--- src/rtl/sacs_pkg.sv ---
package sacs_pkg;
	// ===========================================================================
	// Control byte layout
	localparam int unsigned OP_HI_BIT   = 7;
	localparam int unsigned OP_LO_BIT   = 6;
	localparam int unsigned ACQ_BIT     = 5;
	localparam int unsigned CFG_BIT     = 4;
	localparam int unsigned POL_BIT     = 3;
	localparam int unsigned ADDR_MSB    = 2;
	localparam int unsigned ADDR_LSB    = 0;
	// ===========================================================================
	// Operation codes held in the top two control bits
	localparam logic [1:0]  OP_FULL_PD  = 2'h0;
	localparam logic [1:0]  OP_STBY_PD  = 2'h1;
	localparam logic [1:0]  OP_INT_CLK  = 2'h2;
	localparam logic [1:0]  OP_EXT_CLK  = 2'h3;
	// ===========================================================================
	// Timing
	localparam int unsigned RES_BITS      = 10;
	localparam int unsigned CONV_CYCLES   = 13;
	localparam int unsigned ACQ_FALL_EDGE = 4;
	localparam int unsigned CLK_MHZ       = 200;
	localparam int unsigned INT_ACQ_NS    = 1000;
	// Internal conversion clock: four periods span the internal acquisition time.
	localparam int unsigned INT_HALF_CYC  = (INT_ACQ_NS * CLK_MHZ) / (1000 * ACQ_FALL_EDGE * 2);
	localparam int unsigned PRE_BITS      = CONV_CYCLES - RES_BITS;
	localparam logic [7:0]  CTRL_RESET    = 8'hc0;
endpackage : sacs_pkg

--- src/rtl/sacs_clk_gen.sv ---
// Produces the conversion clock falling-edge enable from either source.
module sacs_clk_gen #(
	parameter int unsigned HALF_CYC = sacs_pkg::INT_HALF_CYC
) (
	input  wire logic clk_i,
	input  wire logic rstn_i,
	input  wire logic ext_sel_i,
	input  wire logic ext_clk_i,
	input  wire logic restart_i,
	output logic      fall_o
);
	logic [15:0] cnt_q, cnt_d;
	logic        phase_q, phase_d;
	logic        ext_q, ext_d;
	logic        fall;

	always_comb begin
		cnt_d   = cnt_q;
		phase_d = phase_q;
		ext_d   = ext_clk_i;
		fall    = 1'b0;
		if (ext_sel_i) begin
			fall = ext_q & ~ext_clk_i;
		end else if (restart_i) begin
			cnt_d   = 16'h0000;
			phase_d = 1'b0;
		end else if (cnt_q == 16'(HALF_CYC - 1)) begin
			cnt_d   = 16'h0000;
			phase_d = ~phase_q;
			fall    = phase_q;
		end else begin
			cnt_d = cnt_q + 16'h0001;
		end
	end

	always_ff @(posedge clk_i) begin
		if (!rstn_i) begin
			cnt_q   <= 16'h0000;
			phase_q <= 1'b0;
			ext_q   <= 1'b0;
		end else begin
			cnt_q   <= cnt_d;
			phase_q <= phase_d;
			ext_q   <= ext_d;
		end
	end

	assign fall_o = fall;
endmodule : sacs_clk_gen

--- src/rtl/sacs_seq.sv ---
// What this block does
// - Write rising edge starts tracking.
// - External acquisition: next write edge with acquisition bit clear holds.
// - Internal acquisition: fourth conversion-clock fall holds.
// - Internal clock: acquisition ends near one microsecond.
// - Valid write needs chip and write select.
// - Sample at acquisition end; conversion follows.
// - Acquisition bit picks internal or host timing.
// - Conversion lasts thirteen conversion-clock cycles.
// - New write aborts conversion, restarts acquisition.
// - Single-ended: channel positive, common negative.
// - Pseudo-differential: pair picks both inputs.
// - Ten-bit result read as eight plus two.
// - Completion flag low when done; cleared by read/write.
// - Upper select picks high two or low eight.
// - Top bits pick power-down or clock mode.
module sacs_seq #(
	parameter int unsigned CHANNELS = 8
) (
	input  wire logic       clk_i,
	input  wire logic       rstn_i,
	input  wire logic       cs_n_i,
	input  wire logic       wr_n_i,
	input  wire logic       rd_n_i,
	input  wire logic       upper_part_select_i,
	input  wire logic [7:0] data_i,
	input  wire logic       conv_clk_i,
	input  wire logic       comp_i,
	output logic [7:0]      data_o,
	output logic            data_oe_o,
	output logic            done_n_o,
	output logic            track_o,
	output logic            convert_o,
	output logic [9:0]      dac_trial_o,
	output logic [2:0]      pos_channel_o,
	output logic [2:0]      neg_channel_o,
	output logic            neg_is_common_o,
	output logic            polarity_select_o,
	output logic            full_powerdown_o,
	output logic            standby_o
);
	// ===========================================================================
	// Sequencer state
	typedef enum logic [1:0] {
		SACS_IDLE  = 2'b00,
		SACS_TRACK = 2'b01,
		SACS_CONV  = 2'b10
	} sacs_state_t;

	sacs_state_t state_q, state_d;
	logic [7:0]  ctrl_q, ctrl_d;
	logic        ext_clk_q, ext_clk_d;
	logic [3:0]  cyc_q, cyc_d;
	logic [9:0]  sar_q, sar_d;
	logic [9:0]  res_q, res_d;
	logic        done_n_q, done_n_d;
	logic        wr_n_q, rd_n_q;
	logic [7:0]  dout_q, dout_d;
	logic        fall;
	logic        wr_rise;
	logic        rd_fall;
	logic        ext_acq;

	// Write is qualified by chip select at the rising edge of write select.
	assign wr_rise = ~cs_n_i & wr_n_i & ~wr_n_q;
	assign rd_fall = ~cs_n_i & ~rd_n_i & rd_n_q;
	assign ext_acq = ctrl_q[sacs_pkg::ACQ_BIT];

	sacs_clk_gen u_clk_gen (
		.clk_i     (clk_i),
		.rstn_i    (rstn_i),
		.ext_sel_i (ext_clk_q),
		.ext_clk_i (conv_clk_i),
		.restart_i (wr_rise),
		.fall_o    (fall)
	);

	// ===========================================================================
	// Control byte and sequencing
	always_comb begin
		state_d   = state_q;
		ctrl_d    = ctrl_q;
		ext_clk_d = ext_clk_q;
		cyc_d     = cyc_q;
		sar_d     = sar_q;
		res_d     = res_q;
		done_n_d  = done_n_q;
		if (wr_rise) begin
			ctrl_d   = data_i;
			done_n_d = 1'b1;
			cyc_d    = 4'h0;
			// Clock mode is kept when a power-down code is written.
			if (data_i[sacs_pkg::OP_HI_BIT]) begin
				ext_clk_d = data_i[sacs_pkg::OP_LO_BIT];
			end
			if (state_q == SACS_TRACK && ext_acq && !data_i[sacs_pkg::ACQ_BIT]) begin
				// This write still loads the whole control byte, address included.
				state_d = SACS_CONV;
				sar_d   = 10'h000;
			end else begin
				state_d = SACS_TRACK;
			end
		end else begin
			if (rd_fall) begin
				done_n_d = 1'b1;
			end
			unique case (state_q)
				SACS_IDLE: begin
				end
				SACS_TRACK: begin
					// Internal timing counts conversion-clock falls after the write.
					if (!ext_acq && fall) begin
						cyc_d = cyc_q + 4'h1;
						if (cyc_q == 4'(sacs_pkg::ACQ_FALL_EDGE - 1)) begin
							state_d = SACS_CONV;
							cyc_d   = 4'h0;
							sar_d   = 10'h000;
						end
					end
				end
				SACS_CONV: begin
					if (fall) begin
						cyc_d = cyc_q + 4'h1;
						if (cyc_q >= 4'(sacs_pkg::PRE_BITS)) begin
							// Bit under trial is kept when the comparator says so.
							sar_d = sar_q | (comp_i ? trial_bit(cyc_q) : 10'h000);
						end
						if (cyc_q == 4'(sacs_pkg::CONV_CYCLES - 1)) begin
							state_d  = SACS_IDLE;
							res_d    = sar_q | (comp_i ? trial_bit(cyc_q) : 10'h000);
							done_n_d = 1'b0;
						end
					end
				end
				default: state_d = SACS_IDLE;
			endcase
		end
	end

	// Trial weight for conversion cycle n, MSB first after the settle cycles.
	function automatic logic [9:0] trial_bit(input logic [3:0] n);
		logic [3:0] k;
		k = 4'(sacs_pkg::CONV_CYCLES - 1) - n;
		trial_bit = 10'h001 << k;
	endfunction : trial_bit

	// ===========================================================================
	// Read mux
	always_comb begin
		dout_d = dout_q;
		if (!cs_n_i && !rd_n_i) begin
			dout_d = upper_part_select_i ? {6'h00, res_q[9:8]} : res_q[7:0];
		end
	end

	always_ff @(posedge clk_i) begin
		if (!rstn_i) begin
			state_q   <= SACS_IDLE;
			ctrl_q    <= sacs_pkg::CTRL_RESET;
			ext_clk_q <= 1'b1;
			cyc_q     <= 4'h0;
			sar_q     <= 10'h000;
			res_q     <= 10'h000;
			done_n_q  <= 1'b1;
			wr_n_q    <= 1'b1;
			rd_n_q    <= 1'b1;
			dout_q    <= 8'h00;
		end else begin
			state_q   <= state_d;
			ctrl_q    <= ctrl_d;
			ext_clk_q <= ext_clk_d;
			cyc_q     <= cyc_d;
			sar_q     <= sar_d;
			res_q     <= res_d;
			done_n_q  <= done_n_d;
			wr_n_q    <= wr_n_i;
			rd_n_q    <= rd_n_i;
			dout_q    <= dout_d;
		end
	end

	// ===========================================================================
	// Outputs
	logic [2:0] addr;
	logic [2:0] addr_m;
	assign addr   = ctrl_q[sacs_pkg::ADDR_MSB:sacs_pkg::ADDR_LSB];
	// Smaller variants ignore address bits above their channel count.
	assign addr_m = addr & 3'(CHANNELS - 1);

	assign data_o            = dout_q;
	assign data_oe_o         = ~cs_n_i & ~rd_n_i;
	assign done_n_o          = done_n_q;
	assign track_o           = (state_q == SACS_TRACK);
	assign convert_o         = (state_q == SACS_CONV);
	assign dac_trial_o       = (state_q == SACS_CONV && cyc_q >= 4'(sacs_pkg::PRE_BITS)) ? (sar_q | trial_bit(cyc_q))
	                                                                                   : sar_q;
	// Pairs are even/odd neighbours; the low address bit swaps the sense.
	assign pos_channel_o     = ctrl_q[sacs_pkg::CFG_BIT] ? addr_m : {addr_m[2:1], addr_m[0]};
	assign neg_channel_o     = {addr_m[2:1], ~addr_m[0]};
	assign neg_is_common_o   = ctrl_q[sacs_pkg::CFG_BIT];
	assign polarity_select_o = ctrl_q[sacs_pkg::POL_BIT];
	assign full_powerdown_o  = (ctrl_q[7:6] == sacs_pkg::OP_FULL_PD) && (state_q == SACS_IDLE);
	assign standby_o         = (ctrl_q[7:6] == sacs_pkg::OP_STBY_PD) && (state_q == SACS_IDLE);
endmodule : sacs_seq

--- config.mk ---
export PLATFORM = sky130hd
export DESIGN_NAME = sacs_seq
export DESIGN_NICKNAME = d
export VERILOG_FILES = /design/src/rtl/sacs_pkg.sv /design/src/rtl/sacs_clk_gen.sv /design/src/rtl/sacs_seq.sv
export SDC_FILE = /design/constraint.sdc
export NUM_CORES = 1
export LEC_CHECK = 0
export ABC_AREA = 1
export BUFFER_PORTS_ARGS = -buffer_cell sky130_fd_sc_hd__buf_2
export CORE_ASPECT_RATIO = 1.25
export CORE_MARGIN = 10
export CORE_UTILIZATION = 40
export DETAILED_ROUTE_END_ITERATION = 16
export MAX_ROUTING_LAYER = met4
export SYNTH_ARGS = -nofsm -noshare
export SYNTH_HDL_FRONTEND = slang
export SYNTH_SLANG_ARGS = --single-unit
--- constraint.sdc ---
create_clock -name clk_i -period 1.95 [get_ports clk_i]
set_clock_uncertainty 0.15 [all_clocks]
set_input_delay 0 -clock clk_i [delete_from_list [all_inputs] [get_ports clk_i]]
set_output_delay 0 -clock clk_i [all_outputs]
set_load 0.005 [all_outputs]
Yosys cells after proc, flatten, opt, wreduce, memory -nomap -nowiden

Cells that the tools add are included.

Memories kept: 0
ROM bits: 0
Bits in registers: 64
Memory bits (writable): 0
Bits of input ports: 16
Latch bits: 0

Order comparisons: 1
Shifts and indexed selects: 1
Multiplexer cells: 32
Multiply operators: 0
Bitwise gates (word level): 16
Divide/modulo/power cells: 0
Eq/ne operators: 15
Reduce and logical (&&, ||, !) cells: 23
Add/subtract/negate cells: 3

Operator list:

| kind                                                               | number |
|---|---|
| 10-bit 2-to-1 mux                                                  | 8 |
| 16-bit 2-to-1 mux                                                  | 2 |
| 10-bit bitwise OR                                                  | 2 |
| 10-bit case mux with 2 select lines                                | 1 |
| 16-bit by 1-bit adder with 16-bit output, second input constant    | 1 |
| 16-bit by 5-bit == test with 1-bit output, second input constant   | 1 |
| 3-bit by 1-bit != test with 1-bit output, second input constant    | 5 |
| 2-bit 2-to-1 mux                                                   | 6 |
| 4-bit 2-to-1 mux                                                   | 3 |
| 1-bit by 4-bit left shift with 10-bit output, first input constant | 1 |
| 1-bit 2-to-1 mux                                                   | 9 |
| 1-bit NOT                                                          | 9 |
| 8-bit 2-to-1 mux                                                   | 1 |
| 4-bit case mux with 2 select lines                                 | 1 |
| 1-bit logical AND                                                  | 7 |
| 2-bit by 1-bit != test with 1-bit output, second input constant    | 3 |
| 2-bit case mux with 3 select lines                                 | 1 |
| 6-bit AND reduction                                                | 1 |
| 1-bit AND                                                          | 5 |
| 5-bit AND reduction                                                | 1 |
| 4-bit by 1-bit adder with 4-bit output, second input constant      | 1 |
| 2-bit by 1-bit == test with 1-bit output, second input constant    | 2 |
| 4-bit by 2-bit == test with 1-bit output, second input constant    | 1 |
| 4-bit == test, second input constant                               | 1 |
| 12 further kinds                                                   | 18 |

Depth between registers and ports, before layout

Depth in word-level cells: 9
Mapped depth: 13
Depth with buffers taken out: 12

Hierarchy

Synthesis repeated with hierarchy kept, for this count alone.

Cells, all modules: 503
Area, all modules: 3427.0 µm²

Modules (own cells, without submodules):

| module       | area each (µm²) | times used | cells an instance |
|---|---|---|---|
| sacs_seq     | 2369.8          | 1          | 345 |
| sacs_clk_gen | 1057.3          | 1          | 158 |

Worst setup path before layout

Ideal clock, no wire load.

Path type: register to register
From: reg cyc_q[0]
To: reg sar_q[9]
Setup time: 64 ps
Data arrival time: 1656 ps
Required time: 1736 ps
Setup slack: 80 ps
Stages on the path, launching flop included: 12
Path buffers: 0
Period minus slack after synthesis: 1870 ps
Cells stage by stage: dfxtp_1 > inv_1 > ha_1 > ha_1 > nand2_1 > inv_1 > nand3_1 > nand2_1 > nand2_1 > nand3_1 > nand2_1 > nor2_1

Word-level cells in the longest chain between the ends: 8
Elaborated cells on any way between the ends: 13
Those cells by class: 1 x add/sub; 1 x order compare; 3 x eq/ne; 1 x shift; 5 x mux; 1 x bitwise; 1 x reduce/logical

RTL lines:

| item                                         | RTL line        | RTL |
|---|---|---|
| start: declaration                           | sacs_seq.sv:53  | `logic [3:0] cyc_q, cyc_d;` |
| start signal: assignment                     | sacs_seq.sv:172 | `cyc_q <= cyc_d;` |
| 4-bit subtractor                             | sacs_seq.sv:143 | `k = 4'(sacs_pkg::CONV_CYCLES - 1) - n;` |
| 1-bit by 4-bit left shift with 10-bit output | sacs_seq.sv:144 | `trial_bit = 10'h001 << k;` |
| 10-bit 2-to-1 mux                            | sacs_seq.sv:126 | `sar_d = sar_q \| (comp_i ? trial_bit(cyc_q) : 10'h000);` |
| 10-bit bitwise OR                            | sacs_seq.sv:126 |  |
| 10-bit 2-to-1 mux                            | sacs_seq.sv:124 | `if (cyc_q >= 4'(sacs_pkg::PRE_BITS)) begin` |
| 10-bit 2-to-1 mux                            | sacs_seq.sv:122 | `if (fall) begin` |
| 10-bit case mux with 2 select lines          | sacs_seq.sv:107 | `unique case (state_q)` |
| 10-bit 2-to-1 mux                            | sacs_seq.sv:88  | `if (wr_rise) begin` |
| end signal: assignment                       | sacs_seq.sv:173 | `sar_q <= sar_d;` |
| end: declaration                             | sacs_seq.sv:54  | `logic [9:0] sar_q, sar_d;` |

Parallel ways exist; a longest one is shown, timed or not. The select of a mux whose other input is x is not followed.
A chain may end at the register's enable or synchronous reset.

Final worst setup path

From: reg cyc_q[1]
To: out dac_trial_o[9]

Word-level cells in the longest chain between the ends: 4
Elaborated cells on any way between the ends: 6
Those cells by class: 1 x add/sub; 1 x order compare; 1 x shift; 1 x mux; 1 x bitwise; 1 x reduce/logical

RTL lines:

| item                                         | RTL line        | RTL |
|---|---|---|
| 4-bit subtractor                             | sacs_seq.sv:143 |  |
| 1-bit by 4-bit left shift with 10-bit output | sacs_seq.sv:144 |  |
| 10-bit bitwise OR                            | sacs_seq.sv:195 | `assign dac_trial_o = (state_q == SACS_CONV && cyc_q >= 4'(sacs_pkg::PRE_BITS)) ? (sar_q \| trial_bit(cyc_q))` |
| 10-bit 2-to-1 mux *                          | sacs_seq.sv:195 |  |
| end: declaration                             | sacs_seq.sv:34  | `output logic [9:0] dac_trial_o,` |

Every way passes the cells marked *; elsewhere a longest branch is shown, timed or not.

==> results.py <==
metrics = {
    "cells_and_area": {
        "drive_gt1_share_pct": 26.7,
        "num_antenna_cells": 0,
        "final_core_util_pct": 50.3,
        "instances_no_fill": 681,
        "syn_to_final_growth_pct": 23.7,
        "final_area_mm2": 0.00433,
        "fin_nets": 585,
    },
    "hold_path": {
        "hold_end": "res_q[7]",
        "hp-class": "input pin to flip-flop",
        "hold-path-cell-count": 5,
        "worstHoldStart": "comp_i",
    },
    "sta": {
        "setup_violations": 0,
        "tns_ns": 0,
        "relSlewSlack_pct": 59.8,
        "hold_violations": 0,
        "slew_viol_final": 0,
        "min_period_over_period_pct": 96.3,
        "holdWs_ns": 0.0850,
        "setup_slack_ns": 0.0727,
        "fin_crit_ns": 1.88,
        "rsz0062_at_grt": "yes",
        "clock.fmax_mhz": 533,
        "tightestPinTransition_ns": 0.602,
    },
    "setup_path": {
        "critPathMaxStageDelay_ns": 0.35,
        "r2r_slack_ns": 0.13,
        "arrival_ns": 1.73,
        "worstRegToRegCells": 12,
        "crit_family": "buffers and inverters",
        "rr_endpoint": "sar_q[4]",
        "critPathRequiredTime_ns": 1.80,
        "worstPathMaxFanout": 8,
        "path_class": "flip-flop to output pin",
        "reg2reg_from": "cyc_q[1]",
        "cp_slowest_cell": "dfxtp_2",
        "start_kind": "flip-flop",
        "path_depth": 7,
        "path_buf_inv": 4,
        "cpMostUsedCell": "buf_6",
        "crit_path_cell_trace": "buf_6 > o21ai_4 > xor2_2 > buf_6 > buf_6 > o31ai_2 > buf_2",
        "cp-end-kind": "output pin",
    },
    "place": {
        "place_area_mm2": 0.00383,
        "place.gp.congestion": 0.851,
        "portBuffers": 47,
        "dp_hpwl_um": 6210,
        "placed_cells": 647,
        "pre_cts_slack_ns": 0.0158,
    },
    "detailed_routing": {
        "postRouteWirelength_um": 8790,
        "drc_errors": 0,
        "vias": 3290,
        "drt_first_pass_iters": 4,
        "ant_nets": 0,
        "wire_per_inst_um": 12.9,
        "viasPerCell": 4.83,
        "drt_iter0_markers": 152,
    },
    "global_route": {
        "grt_pass1_wl_um": 14300,
        "track_usage_pct": 13.3,
        "grt_max_degree": 22,
        "antenna_found_initial": 0,
        "overflow": 0,
        "grt_pass1_vias": 3096,
    },
    "run_status": {
        "status": "finished clean",
    },
    "yosys": {
        "synth_compound_area_share_pct": 13.6,
        "synthMuxAreaShare_pct": 0,
        "synth_fp_nets": 514,
        "synth_cell_type_count": 40,
        "synthXorXnorAreaFrac_pct": 2.68,
        "synth_area_mm2": 0.00350,
        "synth_top_family_by_area": "simple AND/OR/NAND/NOR gates",
        "syn_area_per_cell_um2": 7.21,
        "yosysSeqAreaShare_pct": 36.6,
        "synth-adder-area-share_pct": 4.29,
        "syn_inst": 486,
        "ys_ff_latch": 64,
        "synth-simple-area-share_pct": 30.4,
        "yosysWarnings": 0,
    },
    "floorplanning": {
        "start_util_pct": 40.7,
        "coreArea_mm2": 0.00861,
        "rows": 38,
        "die_w_um": 104,
        "die_area_mm2": 0.0129,
        "ioPinCount": 48,
        "die_h_um": 125,
    },
    "clock_tree": {
        "htree_num_levels": 3,
        "clockBufferDepth": 2,
        "path_clk_slew_ns": 0.07,
        "insertion_delay_ns": 0.33,
        "numCtsBuffers": 9,
        "clock-sinks": 64,
        "cts_tree": "built",
        "cts-root-buf": "clkbuf_8",
    },
    "power": {
        "p_leak_nw": 1.82,
        "p_per_area_mw_per_mm2": 746,
        "ir_drop_uv": 302,
        "power_mw": 3.23,
    },
    "flow_run": {
        "maxCapViolations": 0,
    },
}
==> worst reg2reg max path, cell delays in order (launching register included) <==
cell	delay, ns
dfxtp_2	0.37
ha_1	0.21
inv_1	0.06
nor2_2	0.09
nand2_1	0.10
nand3_1	0.09
nand2_1	0.06
a21oi_1	0.14
nand2_2	0.13
clkinv_4	0.11
nand3_1	0.08
nand2_1	0.08
nor2_2	0.03
==> where the power goes <==
group | internal, mW | leakage [nW] | switching [mW]
Clock | 0.520 | 0.0882 | 0.489
Combinational | 0.327 | 1.21 | 0.471
Sequential | 1.38 | 0.521 | 0.0431
==> cell type report <==
cell class	instances	area, µm²
timing repair inverter	1	6.26
multi-input combinational	337	1930
clock inverter	3	17.5
tap	120	150
timing repair buffer	81	541
fill	857	4270
inverter	63	246
clock buffer	12	155
sequential	64	1290
==> synth_stat cells, drive strengths merged <==
| cell type | count | area [µm²] |
|---|---|---|
| o22ai | 1 | 6.26 |
| ha | 12 | 150 |
| nand3 | 47 | 283 |
| clkbuf | 7 | 46.3 |
| nand4 | 3 | 18.8 |
| a31o | 1 | 8.76 |
| a22oi | 2 | 15.0 |
| xor2 | 9 | 93.8 |
| nor3 | 3 | 20.0 |
| buf | 17 | 146 |
| dfxtp | 64 | 1280 |
| nor2 | 48 | 208 |
| nor3b | 3 | 22.5 |
| a31oi | 1 | 6.26 |
| o21ai | 28 | 151 |
| a211oi | 3 | 22.5 |
| inv | 62 | 238 |
| clkinv | 1 | 3.75 |
| or2 | 2 | 12.5 |
| nand3b | 5 | 37.5 |
| a21oi | 46 | 230 |
| o31ai | 4 | 30.0 |
| nand2 | 116 | 463 |
| o21a | 1 | 7.51 |
==> state kept, by name (all words and copies together), names as in the netlist <==
signal / flops
rd_n_q: 1
state_q: 2
ext_clk_q: 1
data_o: 8
u_clk_gen.phase_q: 1
cyc_q: 4
u_clk_gen.ext_q: 1
wr_n_q: 1
res_q: 10
sar_q: 10
done_n_o: 1
u_clk_gen.cnt_q: 16
ctrl_q: 8
==> kinds of logic after synthesis <==
logic type,Yosys count
xor+xnor,9
compound gates,87
flops,64
simple gates,227
buf+inv,87
fa+ha+maj,12
==> routing by layer <==
metal	vias to the layer above	wire length (µm)	GRT usage, %
met5	-	0	-
met2	67	4390	21.4
met1	1512	4030	16.3
met4	0	75	4.59
met3	4	297	2.64
li1	1707	-	-
==> cells in the final DEF, fill, tap and decap left out, types with 5 or more instances in the layout <==
| cell type | n |
|---|---|
| buf_2 | 47 |
| nand2_2 | 13 |
| nor2_2 | 13 |
| nand3_1 | 39 |
| ha_1 | 9 |
| a21oi_1 | 45 |
| o21ai_0 | 12 |
| nand3b_1 | 5 |
| dlygate4sd3_1 | 14 |
| clkbuf_8 | 11 |
| dfxtp_1 | 60 |
| nand2_1 | 101 |
| o21ai_1 | 14 |
| nor2_1 | 34 |
| inv_2 | 7 |
| nand3_2 | 7 |
| inv_1 | 53 |
| buf_4 | 16 |
| xor2_1 | 7 |
==> how the worst max path moves through the flow <==
stage               slack (ns)              to  startpoint
global placement          0.11        sar_q[9]    cyc_q[1]
global route            -0.009  dac_trial_o[3]    cyc_q[1]
finish                    0.07  dac_trial_o[9]    cyc_q[1]
floorplan                 0.08        sar_q[9]    cyc_q[0]
detailed placement        0.02        sar_q[8]    cyc_q[1]
CTS                      0.004  dac_trial_o[2]    cyc_q[0]
==> repair_timing <==
| action | in CTS | in global routing |
|---|---|---|
| hold endpoints to repair | 27 | 0 |
| pin swaps | 0 | 6 |
| setup endpoints to repair | 10 | 23 |
| setup buffers | 0 | 2 |
| hold buffers | 14 | 0 |
| resized for setup | 11 | 35 |
| cloned | 0 | 3 |
No activity file was read; power rests on OpenSTA's default activity.
